`config.mk`:
```
export PLATFORM = sky130hd
export DESIGN_NAME = board_interrupt_priority_unit
export DESIGN_NICKNAME = d
export VERILOG_FILES = /design/src/core/board_irq_pkg.sv /design/src/core/board_interrupt_priority_unit.sv
export SDC_FILE = /design/constraint.sdc
export NUM_CORES = 1
export LEC_CHECK = 0
export ABC_AREA = 1
export BUFFER_PORTS_ARGS = -buffer_cell sky130_fd_sc_hd__buf_2
export CAP_MARGIN = 10
export CORE_MARGIN = 1.5
export CORE_UTILIZATION = 40
export DETAILED_ROUTE_END_ITERATION = 16
export PLACE_DENSITY = 0.59
export SLEW_MARGIN = 0
export SYNTH_ARGS = -nofsm -noshare
export SYNTH_HDL_FRONTEND = slang
export SYNTH_SLANG_ARGS = --single-unit
export TNS_END_PERCENT = 100
```
`constraint.sdc`:
```
create_clock -name clk -period 14.3 [get_ports clk]
set_clock_uncertainty 0.05 [all_clocks]
set_input_delay 0.715 -clock clk [delete_from_list [all_inputs] [get_ports clk]]
set_output_delay 0.715 -clock clk [all_outputs]
set_load 0.1 [all_outputs]
```
`src/core/board_irq_pkg.sv`:
```
// Package with register map, field layouts, reset values, timing and types for the priority interrupt unit
package board_irq_pkg;

  // Register byte offsets on APB
  localparam logic [7:0] CTRL_OFS = 8'h00;
  localparam logic [7:0] MASK_OFS = 8'h04;
  localparam logic [7:0] PEND_OFS = 8'h08;
  localparam logic [7:0] POLL_OFS = 8'h0c;
  localparam logic [7:0] VECT_OFS = 8'h10;
  localparam logic [7:0] EOI_OFS = 8'h14;
  localparam logic [7:0] VBASE_OFS = 8'h18;
  localparam logic [7:0] ROUTE0_OFS = 8'h1c;
  localparam logic [7:0] ROUTE1_OFS = 8'h20;
  localparam logic [7:0] ROUTE2_OFS = 8'h24;
  localparam logic [7:0] STAT_OFS = 8'h28;
  localparam logic [7:0] CASC_OFS = 8'h2c;

  // Field positions
  localparam int CTRL_MODE_LSB = 0;
  localparam int CTRL_LOW_LSB = 4;
  localparam int PEND_ISR_LSB = 8;
  localparam int POLL_VALID_BIT = 7;
  localparam int STAT_TMO_BIT = 0;
  localparam int STAT_PFAIL_BIT = 1;
  localparam int STAT_RAMBLK_BIT = 2;
  localparam int VBASE_LSB = 3;

  // Sizes
  localparam int LEVELS = 8;
  localparam int SOURCES = 24;
  localparam int ROUTE_W = 4;
  localparam int SRC_PER_WORD = 8;

  // Source index of the internally generated requests
  localparam int SRC_TMO = 20;
  localparam int SRC_PFAIL = 21;

  // Route codes: 0..7 a level, 8 the nonmaskable line, others disconnected
  localparam logic [3:0] ROUTE_NMI = 4'h8;
  localparam logic [3:0] ROUTE_NONE = 4'hf;

  // Reset values
  localparam logic [7:0] MASK_RST = 8'hff;
  localparam logic [4:0] VBASE_RST = 5'h00;
  localparam logic [2:0] LOW_RST = 3'h7;
  localparam logic [7:0] CASC_RST = 8'h00;
  localparam logic [31:0] ROUTE_RST = 32'hffffffff;

  // Bus fail-safe timing
  localparam int CLK_HZ = 40000000;
  localparam int FAILSAFE_MS = 6;
  localparam int FAILSAFE_CYCLES_DEF = FAILSAFE_MS * (CLK_HZ / 1000);
  localparam int TMO_CNT_W = 20;

  // Priority modes
  typedef enum logic [1:0] {
    MODE_NESTED,
    MODE_ROTATE,
    MODE_SPECIFIC,
    MODE_POLLED
  } pri_mode_e;

  // Control register contents
  typedef struct packed {
    logic [2:0] lowest;
    pri_mode_e mode;
  } ctrl_s;

  // Grouped request sources of the board
  typedef struct packed {
    logic coproc;
    logic external;
    logic lineClock;
    logic [3:0] expansion;
    logic [1:0] timer;
    logic [1:0] serial;
    logic [2:0] parallel;
    logic [7:0] bus;
  } irq_src_s;

endpackage : board_irq_pkg

```
`src/core/board_interrupt_priority_unit.sv`:
```
// Priority interrupt unit with routing matrix, fail-safe timer, power-fail and memory-protect logic
//
// Behaviour
// Nine levels, top one nonmaskable straight out
// Unit prioritises and vectors eight lower levels
// Nested mode: line 0 highest, 7 lowest
// Rotating: serviced level becomes lowest priority
// Specific mode: software names lowest, rest follow
// Polled mode: encoded status readable by software
// Mode and priorities changeable anytime, no reset
// One byte write masks any level combination
// Interrupt only for qualifying unmasked request
// Requests from on-board resources and bus
// Slave units cascade, supplying own vectors
// Twenty-four request sources accepted
// Matrix routes any source to level/NMI
// Bus fail-safe timer requests after 6 ms
// Low memory protect blocks RAM access
// Mains-low warning raises power-fail request
// Eight bus request lines, cascadable to 64
// Parallel port gives three requests
// Serial port gives two requests
// Timer 0 and 1 outputs are sources
// 120 Hz line clock is a source
// Coprocessor error is one source
// Masked request stays pending, no interrupt
//
// The register addresses and the APB slave port were chosen for this implementation.
`timescale 1ns/10ps
`default_nettype none

module board_interrupt_priority_unit #(
  parameter int FAILSAFE_CYCLES = board_irq_pkg::FAILSAFE_CYCLES_DEF
) (
  // Clock, reset, enable
  input wire logic clk,
  input wire logic rst,
  input wire logic ce,
  // APB slave
  input wire logic psel,
  input wire logic penable,
  input wire logic pwrite,
  input wire logic [7:0] paddr,
  input wire logic [31:0] pwdata,
  output logic [31:0] prdata,
  output logic pready,
  output logic pslverr,
  // Request sources from pins
  input wire board_irq_pkg::irq_src_s irqSrc,
  // System bus command watch for the fail-safe timer
  input wire logic busCmdActive,
  input wire logic busCmdAck,
  // Power supply and memory protect
  input wire logic mainsLowWarning,
  input wire logic memProtect_n,
  // Cascaded slave unit vector
  input wire logic [7:0] slaveVector,
  // Processor side
  output logic cpuIrq,
  output logic cpuNmi,
  output logic [2:0] cascadeSel,
  output logic ramBlock
);

  ////////////////////////////////////////////////////////////////////////////
  // Input synchronisers

  localparam int SYNC_W = board_irq_pkg::SOURCES + 12;

  logic [SYNC_W-1:0] syncA_r;
  logic [SYNC_W-1:0] syncB_r;
  logic [SYNC_W-1:0] asyncIn;
  localparam logic [SYNC_W-1:0] SYNC_RST = 36'h008000000; // Protect pin idles high, no false block

  assign asyncIn = {slaveVector, memProtect_n, mainsLowWarning, busCmdAck, busCmdActive,
                    irqSrc[21:20], 2'b00, irqSrc[19:0]}; // Slots 21:20 kept for internal requests

  // Two flops per pin, first stage read only by the second
  genvar g;
  generate
    for (g = 0; g < SYNC_W; g++) begin : gSync
      always_ff @(posedge clk) begin
        if (rst) begin
          syncA_r[g] <= SYNC_RST[g];
          syncB_r[g] <= SYNC_RST[g];
        end else if (ce) begin
          syncA_r[g] <= asyncIn[g];
          syncB_r[g] <= syncA_r[g];
        end
      end
    end
  endgenerate

  logic [23:0] srcSync;
  logic cmdActS;
  logic cmdAckS;
  logic mainsLowS;
  logic protS_n;
  logic [7:0] slaveVecS;

  assign srcSync = syncB_r[23:0];
  assign cmdActS = syncB_r[24];
  assign cmdAckS = syncB_r[25];
  assign mainsLowS = syncB_r[26];
  assign protS_n = syncB_r[27];
  assign slaveVecS = syncB_r[35:28];

  ////////////////////////////////////////////////////////////////////////////
  // Register state

  board_irq_pkg::ctrl_s ctrl_r;
  logic [7:0] mask_r;
  logic [4:0] vbase_r;
  logic [95:0] route_r;
  logic [7:0] casc_r;
  logic [2:0] rotLow_r;
  logic [7:0] isr_r;
  logic tmoFlag_r;
  logic pfFlag_r;
  logic mainsLowD_r;
  logic [board_irq_pkg::TMO_CNT_W-1:0] tmoCnt_r;

  // APB access decode: act in the first access cycle, answer next cycle
  logic acc;
  logic wrAcc;
  logic rdAcc;
  logic mapped;

  assign acc = psel && penable && !pready;
  assign wrAcc = acc && pwrite;
  assign rdAcc = acc && !pwrite;

  always_comb begin
    case (paddr)
      board_irq_pkg::CTRL_OFS, board_irq_pkg::MASK_OFS, board_irq_pkg::PEND_OFS,
      board_irq_pkg::POLL_OFS, board_irq_pkg::VECT_OFS, board_irq_pkg::EOI_OFS,
      board_irq_pkg::VBASE_OFS, board_irq_pkg::ROUTE0_OFS, board_irq_pkg::ROUTE1_OFS,
      board_irq_pkg::ROUTE2_OFS, board_irq_pkg::STAT_OFS, board_irq_pkg::CASC_OFS: mapped = 1'b1;
      default: mapped = 1'b0;
    endcase
  end

  ////////////////////////////////////////////////////////////////////////////
  // Routing matrix and priority resolution

  logic [23:0] srcAll;
  logic [7:0] levelReq;
  logic nmiReq;

  // Internal requests replace the timeout and power-fail source slots
  always_comb begin
    srcAll = srcSync;
    srcAll[board_irq_pkg::SRC_TMO] = tmoFlag_r;
    srcAll[board_irq_pkg::SRC_PFAIL] = pfFlag_r;
  end

  // Each source ORs onto the level or NMI its route code names
  always_comb begin
    levelReq = 8'h00;
    nmiReq = 1'b0;
    for (int s = 0; s < board_irq_pkg::SOURCES; s++) begin
      if (srcAll[s] && route_r[s*4+3] == 1'b0) begin
        levelReq[route_r[s*4 +: 3]] = 1'b1;
      end
      if (srcAll[s] && route_r[s*4 +: 4] == board_irq_pkg::ROUTE_NMI) begin
        nmiReq = 1'b1;
      end
    end
  end

  // First set bit of v walking upward from start, with a valid flag on top
  function automatic logic [3:0] pickFirst(input logic [7:0] v, input logic [2:0] start);
    logic [3:0] res;
    logic [2:0] k;
    res = 4'h0;
    for (int i = 7; i >= 0; i--) begin
      k = start + 3'(i);
      if (v[k]) begin
        res = {1'b1, k};
      end
    end
    return res;
  endfunction : pickFirst

  logic [2:0] effLow;
  logic [2:0] startLvl;
  logic [3:0] reqPick;
  logic [3:0] isrPick;
  logic [2:0] reqRank;
  logic [2:0] isrRank;
  logic qualify;

  // Lowest level per mode; changes apply immediately
  always_comb begin
    case (ctrl_r.mode)
      board_irq_pkg::MODE_NESTED: effLow = 3'h7;
      board_irq_pkg::MODE_ROTATE: effLow = rotLow_r;
      board_irq_pkg::MODE_SPECIFIC: effLow = ctrl_r.lowest;
      default: effLow = 3'h7;
    endcase
  end

  assign startLvl = effLow + 3'h1;
  assign reqPick = pickFirst(levelReq & ~mask_r, startLvl);
  assign isrPick = pickFirst(isr_r, startLvl);
  assign reqRank = reqPick[2:0] - startLvl;
  assign isrRank = isrPick[2:0] - startLvl;

  // Unmasked request that outranks everything in service
  assign qualify = reqPick[3] && (!isrPick[3] || reqRank < isrRank);

  ////////////////////////////////////////////////////////////////////////////
  // Processor outputs

  always_ff @(posedge clk) begin
    if (rst) begin
      cpuIrq <= 1'b0;
      cpuNmi <= 1'b0;
    end else if (ce) begin
      cpuIrq <= qualify && (ctrl_r.mode != board_irq_pkg::MODE_POLLED);
      cpuNmi <= nmiReq;
    end
  end

  ////////////////////////////////////////////////////////////////////////////
  // Configuration registers

  always_ff @(posedge clk) begin
    if (rst) begin
      ctrl_r.mode <= board_irq_pkg::MODE_NESTED;
      ctrl_r.lowest <= board_irq_pkg::LOW_RST;
      mask_r <= board_irq_pkg::MASK_RST;
      vbase_r <= board_irq_pkg::VBASE_RST;
      casc_r <= board_irq_pkg::CASC_RST;
      route_r <= {3{board_irq_pkg::ROUTE_RST}};
    end else if (ce && wrAcc) begin
      case (paddr)
        board_irq_pkg::CTRL_OFS: begin
          ctrl_r.mode <= board_irq_pkg::pri_mode_e'(pwdata[board_irq_pkg::CTRL_MODE_LSB +: 2]);
          ctrl_r.lowest <= pwdata[board_irq_pkg::CTRL_LOW_LSB +: 3];
        end
        board_irq_pkg::MASK_OFS: mask_r <= pwdata[7:0];
        board_irq_pkg::VBASE_OFS: vbase_r <= pwdata[board_irq_pkg::VBASE_LSB +: 5];
        board_irq_pkg::CASC_OFS: casc_r <= pwdata[7:0];
        board_irq_pkg::ROUTE0_OFS: route_r[31:0] <= pwdata;
        board_irq_pkg::ROUTE1_OFS: route_r[63:32] <= pwdata;
        board_irq_pkg::ROUTE2_OFS: route_r[95:64] <= pwdata;
        default: ;
      endcase
    end
  end

  ////////////////////////////////////////////////////////////////////////////
  // In-service tracking, acknowledge and end of interrupt

  logic ackRead;
  logic eoiWrite;

  // Vector read acknowledges outside polled mode; poll read acknowledges in polled mode only
  assign ackRead = rdAcc && reqPick[3] && ((paddr == board_irq_pkg::VECT_OFS &&
                   ctrl_r.mode != board_irq_pkg::MODE_POLLED) ||
                   (paddr == board_irq_pkg::POLL_OFS && ctrl_r.mode == board_irq_pkg::MODE_POLLED));
  assign eoiWrite = wrAcc && paddr == board_irq_pkg::EOI_OFS;

  always_ff @(posedge clk) begin
    if (rst) begin
      isr_r <= 8'h00;
    end else if (ce) begin
      for (int l = 0; l < board_irq_pkg::LEVELS; l++) begin
        if (ackRead && reqPick[2:0] == 3'(l)) begin
          isr_r[l] <= 1'b1;
        end else if (eoiWrite && isrPick[3] && isrPick[2:0] == 3'(l)) begin
          isr_r[l] <= 1'b0;
        end
      end
    end
  end

  // Serviced level becomes lowest after its end of interrupt
  always_ff @(posedge clk) begin
    if (rst) begin
      rotLow_r <= board_irq_pkg::LOW_RST;
    end else if (ce && eoiWrite && isrPick[3] && ctrl_r.mode == board_irq_pkg::MODE_ROTATE) begin
      rotLow_r <= isrPick[2:0];
    end
  end

  // Level driving the cascade select lines on acknowledge
  always_ff @(posedge clk) begin
    if (rst) begin
      cascadeSel <= 3'h0;
    end else if (ce && ackRead) begin
      cascadeSel <= reqPick[2:0];
    end
  end

  ////////////////////////////////////////////////////////////////////////////
  // Bus fail-safe timer and power-fail flag

  logic [31:0] stwClr;
  assign stwClr = (wrAcc && paddr == board_irq_pkg::STAT_OFS) ? pwdata : 32'h0;

  // Counts while an addressed bus command waits for its acknowledge
  always_ff @(posedge clk) begin
    if (rst) begin
      tmoCnt_r <= '0;
    end else if (ce) begin
      if (!cmdActS || cmdAckS) begin
        tmoCnt_r <= '0;
      end else if (tmoCnt_r != board_irq_pkg::TMO_CNT_W'(FAILSAFE_CYCLES)) begin
        tmoCnt_r <= tmoCnt_r + 1'b1;
      end
    end
  end

  // Sticky flags, set wins over a write-one clear
  always_ff @(posedge clk) begin
    if (rst) begin
      tmoFlag_r <= 1'b0;
      pfFlag_r <= 1'b0;
      mainsLowD_r <= 1'b0;
    end else if (ce) begin
      mainsLowD_r <= mainsLowS;
      if (tmoCnt_r == board_irq_pkg::TMO_CNT_W'(FAILSAFE_CYCLES - 1) && cmdActS && !cmdAckS) begin
        tmoFlag_r <= 1'b1;
      end else if (stwClr[board_irq_pkg::STAT_TMO_BIT]) begin
        tmoFlag_r <= 1'b0;
      end
      if (mainsLowS && !mainsLowD_r) begin
        pfFlag_r <= 1'b1;
      end else if (stwClr[board_irq_pkg::STAT_PFAIL_BIT]) begin
        pfFlag_r <= 1'b0;
      end
    end
  end

  // RAM access block while memory protect is low
  always_ff @(posedge clk) begin
    if (rst) begin
      ramBlock <= 1'b0;
    end else if (ce) begin
      ramBlock <= !protS_n;
    end
  end

  ////////////////////////////////////////////////////////////////////////////
  // APB read data and handshake

  logic [31:0] rdMux;
  logic [7:0] vecOut;

  // Cascaded level takes the slave unit's vector
  assign vecOut = (reqPick[3] && casc_r[reqPick[2:0]]) ? slaveVecS : {vbase_r, reqPick[2:0]};

  always_comb begin
    rdMux = 32'h0;
    case (paddr)
      board_irq_pkg::CTRL_OFS: begin
        rdMux[board_irq_pkg::CTRL_MODE_LSB +: 2] = ctrl_r.mode;
        rdMux[board_irq_pkg::CTRL_LOW_LSB +: 3] = ctrl_r.lowest;
      end
      board_irq_pkg::MASK_OFS: rdMux[7:0] = mask_r;
      board_irq_pkg::PEND_OFS: begin
        rdMux[7:0] = levelReq;
        rdMux[board_irq_pkg::PEND_ISR_LSB +: 8] = isr_r;
      end
      board_irq_pkg::POLL_OFS: begin
        rdMux[board_irq_pkg::POLL_VALID_BIT] = reqPick[3];
        rdMux[2:0] = reqPick[2:0];
      end
      board_irq_pkg::VECT_OFS: rdMux[7:0] = vecOut;
      board_irq_pkg::VBASE_OFS: rdMux[board_irq_pkg::VBASE_LSB +: 5] = vbase_r;
      board_irq_pkg::ROUTE0_OFS: rdMux = route_r[31:0];
      board_irq_pkg::ROUTE1_OFS: rdMux = route_r[63:32];
      board_irq_pkg::ROUTE2_OFS: rdMux = route_r[95:64];
      board_irq_pkg::STAT_OFS: begin
        rdMux[board_irq_pkg::STAT_TMO_BIT] = tmoFlag_r;
        rdMux[board_irq_pkg::STAT_PFAIL_BIT] = pfFlag_r;
        rdMux[board_irq_pkg::STAT_RAMBLK_BIT] = ramBlock;
      end
      board_irq_pkg::CASC_OFS: rdMux[7:0] = casc_r;
      default: rdMux = 32'h0;
    endcase
  end

  // One wait state: ready one cycle after access phase starts
  always_ff @(posedge clk) begin
    if (rst) begin
      pready <= 1'b0;
      pslverr <= 1'b0;
      prdata <= 32'h0;
    end else if (ce) begin
      pready <= acc;
      pslverr <= acc && !mapped;
      if (rdAcc) begin
        prdata <= mapped ? rdMux : 32'h0;
      end
    end
  end

endmodule : board_interrupt_priority_unit

`default_nettype wire

```
Yosys cells after proc, flatten, opt, wreduce, memory -nomap -nowiden
Cells that the tools add are included.

Flip-flop bits (word level): 264. Output and inout port bits: 40. Word-level logic and storage cells: 605.

Add/sub/neg operators: 11. Magnitude comparators: 58. Equal/unequal tests: 55. Multiplexer cells: 180. Bitwise operators: 49. Reductions and logical operators: 156.

Operator list (count): $mux 8 (25); $or 8x8->8 (23); $lt 3x4->1 const B (33); $logic_and 1x1->1 (111); $eq 4x4->1 const B (24); $mux 1 (86); $demux 1 s3 (24); $ge 3x1->1 const B (24); $mux 4 (16); $bmux 1 s3 (17); $pmux 16 s3 (1); $mux 20 (2); $reduce_and 2->1 (19); $eq 8x5->1 const B (4); $eq 8x6->1 const B (4); $mux 32 (1); $pmux 8 s4 (1); $pmux 3 s9 (1); $eq 3x3->1 const B (8); $not 1->1 (24); $reduce_bool 2->1 (11); $add 20x1->20 const B (1); $eq 20x18->1 const B (1); $ne 20x18->1 const B (1); 24 further kinds (47).

Depth between registers and ports, before layout
Depth in word-level cells: 68. Mapped depth: 33. Mapped depth without buffers: 33.

Worst setup path after synthesis
Ideal clock, no wire load.

Path kind: register to register. From: reg ctrl_r[0] (netlist bit). To: reg cpuIrq. Arrival: 4631 ps. Slack: 9548 ps. Cell stages (with the launch flop): 29. Period minus slack after synthesis: 4752 ps. Path through: dfxtp_1 inv_1 ha_1 inv_2 nand3_2 buf_4 buf_2 ha_1 inv_1 buf_4 o21ai_0 nand2_1 nand2_1 clkinv_1 a21oi_1 o21ai_0 nand2_1 mux2_2 inv_1 ha_1 inv_1 fa_1 xor2_1 ha_1 a21oi_1 nand2_1 nand2_1 nand3_1 a21oi_1.

Longest elaborated chain between the ends: 19. Elaborated cells on any way between the ends: 67. Those cells by class: add/sub: 10; order compare: 1; eq/ne: 3; mux: 49; reduce/logical: 4.

Ends and longest elaborated chain: start, declared (RTL line board_interrupt_priority_unit.sv:111) `board_irq_pkg::ctrl_s ctrl_r;`; $eq 2x2->1 or $eq 2x1->1 (tied branches) (RTL line board_interrupt_priority_unit.sv:195) `case (ctrl_r.mode)`; $pmux 3 s2 (RTL line board_interrupt_priority_unit.sv:195); $add 3x1->3 (RTL line board_interrupt_priority_unit.sv:203) `assign startLvl = effLow + 3'h1;`; $add 3x3->3 (RTL line board_interrupt_priority_unit.sv:177) `k = start + 3'(i);`; $bmux 1 s3 (RTL line board_interrupt_priority_unit.sv:178) `if (v[k]) begin`; $mux 1 (not written as such) (RTL line board_interrupt_priority_unit.sv:178); $mux 4 (8 in series) (RTL line board_interrupt_priority_unit.sv:178); $sub 3x3->3, on equally long branches (RTL line board_interrupt_priority_unit.sv:206, board_interrupt_priority_unit.sv:207); $lt 3x3->1 (RTL line board_interrupt_priority_unit.sv:210) `assign qualify = reqPick[3] && (!isrPick[3] || reqRank < isrRank);`; $logic_or 1x1->1 (RTL line board_interrupt_priority_unit.sv:210); $logic_and 1x1->1 (RTL line board_interrupt_priority_unit.sv:210); $logic_and 1x1->1 (*) (RTL line board_interrupt_priority_unit.sv:220) `cpuIrq <= qualify && (ctrl_r.mode != board_irq_pkg::MODE_POLLED);`; end signal, assigned (RTL line board_interrupt_priority_unit.sv:220); end, declared (RTL line board_interrupt_priority_unit.sv:59) `output logic cpuIrq,`.

Every way passes the cells marked *; elsewhere a longest branch is shown, timed or not. The select of a mux whose other input is x is not followed. A chain may end at the register's enable or synchronous reset.

Final worst setup path
Ends and elaborated chain as after synthesis.

==> results_dict.tcl <==
set metrics [dict create \
    area_growth_pct 14.3 \
    worstSetupPathType "flop to flop" \
    routed_wl_mm 59.7 \
    cts_tree "built" \
    synth_area_leaders "dfxtp_1, nand2_1, nor2_1" \
    numCtsBuffers 31 \
    nFillCells 3899 \
    wl_per_cell_um 21.0 \
    synth_top_area_share_pct 35.7 \
    end_kind "flop" \
    antenna_left 0 \
    multi_input_area_sq_um 8170 \
    rows 70 \
    finalCriticalPeriod_ns 5.99 \
    nets 2442 \
    synth_area_per_cell_sq_um 6.51 \
    p_leak_nw 7.55 \
    setup_tns_ns 0 \
    worstMarginPinSlew_ns 1.18 \
    min_path_type "input port to flop" \
    cp.required_ns 14.78 \
    regArea_sq_um 5290 \
    dr.pass1.iters 7 \
    max_cap_viol_count 0 \
    clk_latency_ns 0.60 \
    synth_common_cells "nand2_1, nor2_1, dfxtp_1" \
    synthCells 2275 \
    rsz0062_at_grt "no" \
    ys.flop_type "dfxtp_1" \
    postCtsSetupRepairBufs 0 \
    portBuffers 119 \
    setup_viol 0 \
    die_h_um 195 \
    antenna_found_initial 0 \
    ys_warn_count 0 \
    via_count 15800 \
    grt_first_pass_wirelength_mm 88.8 \
    die_area_sq_um 38200 \
    yosysTopAreaCell "dfxtp_1" \
    critical_path.most_common_cell "nand2_1" \
    yosysMostFrequentCell "nand2_1" \
    clockBufferDepth 3 \
    ioPinCount 120 \
    grt-ovfl-total 0 \
    path_max_fanout 15 \
    slowest_stage "ha_1" \
    cts-hold-fix-buffers 0 \
    whs_ns 0.273 \
    max_freq_ghz 0.167 \
    ys_seq_elements 264 \
    worst_setup_path_start_kind "flop" \
    gp_congestion 1.00 \
    slew_violations 0 \
    grt_usage_pct 30.9 \
    cp.arrival_ns 6.47 \
    slowest_delay_ns 0.95 \
    post-route-drc-count 0 \
    min_period_over_period_pct 41.9 \
    power_per_cell_area_nw_per_um2 104 \
    synthesis.area_sq_um 14800 \
    relSlewSlack_pct 20.9 \
    avgViaCountPerCell 5.54 \
    ctsRootBufferMaster "clkbuf_16" \
    synthArstFlopShare_pct 0 \
    path_clk_slew_ns 0.06 \
    synth_edf_count 0 \
    first_global_vias 14500 \
    place_area_sq_um 15800 \
    ys_seq_area_share_pct 35.7 \
    synth.distinct_cells 57 \
    core_area_sq_um 36500 \
    drt-initial-drc-count 1605 \
    htreeDepth 1 \
    design_area_sq_um 16900 \
    die_w_um 195 \
    hold_violations 0 \
    start_util_pct 40.6 \
    cts.sinks 264 \
    status "finished clean" \
    diodes 0 \
    drive_gt1_share_pct 12.8 \
    vdd.ir_drop.worst_v 0.0000865 \
    synth_fp_nets 2366 \
    cts_resized 0 \
    hpwl_mm 46.0 \
    grt_max_degree 121 \
]
[kinds of logic after synthesis]
logic type,share of synthesized area [%]
DFF,35.7
xor gates and xnor gates,0.422
muxes,0.144
AOI/OAI and AO/OA,18.4
buffers and inverters,9.33
adders and majority gates,1.03
and+or+nand+nor,34.9
[final timing paths]
check        slack (ns)  depth (start not counted)          end         start
max                8.31                         25       cpuIrq     ctrl_r[0]
min                0.27                          3  syncA_r[27]  memProtect_n
max reg2reg        8.31                         25       cpuIrq     ctrl_r[0]
min reg2reg        0.39                          1     ramBlock       protS_n
[cell usage in the layout (no fill, tap or decap), drive strengths merged, types with 2 or more instances in the layout]
cell	netlist	final
nand2	516	516
nor2	340	340
inv	274	278
dfxtp	264	264
nand3	237	237
o21ai	151	151
a21oi	132	132
buf	15	128
o211ai	104	104
nand4	40	40
clkbuf	70	36
o22ai	34	34
nor3	23	23
clkinv	5	15
nor4	13	13
ha	9	9
bufinv	0	8
a221oi	6	6
o221ai	5	5
o2111ai	4	4
or2	4	4
xor2	4	4
o31ai	2	2
nand3b	2	2
a41oi	2	2
a211oi	2	2
a2111oi	2	2
fa	2	2
[critical path, delay by kind of cell, from the launching register on]
family,cells,cell delay (ns)
adder cells (fa/ha/maj),5,2.13
AND/OR/NAND/NOR,7,0.99
buffers and inverters,6,0.97
AO/OA/AOI/OAI,5,0.90
flip-flops,1,0.37
multiplexers,1,0.34
XOR/XNOR,1,0.17
[sequential cells by signal (all words and copies together), names as in the netlist, 3 cells and up]
| name | count |
|---|---|
| route_r | 96 |
| syncA_r | 34 |
| prdata | 32 |
| srcAll | 22 |
| tmoCnt_r | 20 |
| casc_r | 8 |
| isr_r | 8 |
| mask_r | 8 |
| slaveVecS | 8 |
| ctrl_r | 5 |
| vbase_r | 5 |
| cascadeSel | 3 |
| rotLow_r | 3 |
[layout make-up]
cell class | count | share of cell area (%)
tap | 468 | 3.46
clock inverter | 22 | 2.03
sequential | 264 | 31.2
multi-input combinational | 1647 | 48.2
timing repair buffer | 128 | 3.92
clock buffer | 36 | 4.93
inverter | 279 | 6.22
[report_power, final]
part | switching (W) | leakage, nW | total [W] | internal (W)
logic | 0.0000624 | 4.81 | 0.0000837 | 0.0000214
clock network | 0.000353 | 0.588 | 0.000918 | 0.000566
registers | 0.00000835 | 2.15 | 0.000758 | 0.000750
[per-layer routing]
layer | vias to the layer above | wire length [um] | global-route usage (%)
met3 | 78 | 5100 | 6.87
met1 | 7331 | 28100 | 44.4
met2 | 615 | 25000 | 46.3
met4 | 0 | 1510 | 8.07
li1 | 7735 | - | -
met5 | - | 0 | 0
[stage by stage]
step	power (W)	cells	setup WS (ns)	utilization, %
2_1_floorplan	0.000819	2275	9.55	-
3_3_place_gp	0.000856	2786	8.39	43.1
3_5_place_dp	0.000857	2786	8.36	43.1
4_1_cts	0.00177	2844	8.33	46.4
5_1_grt	0.00181	2844	7.81	46.4
6_report	0.00176	2844	8.31	46.4
No activity file was read; power rests on OpenSTA's default activity.
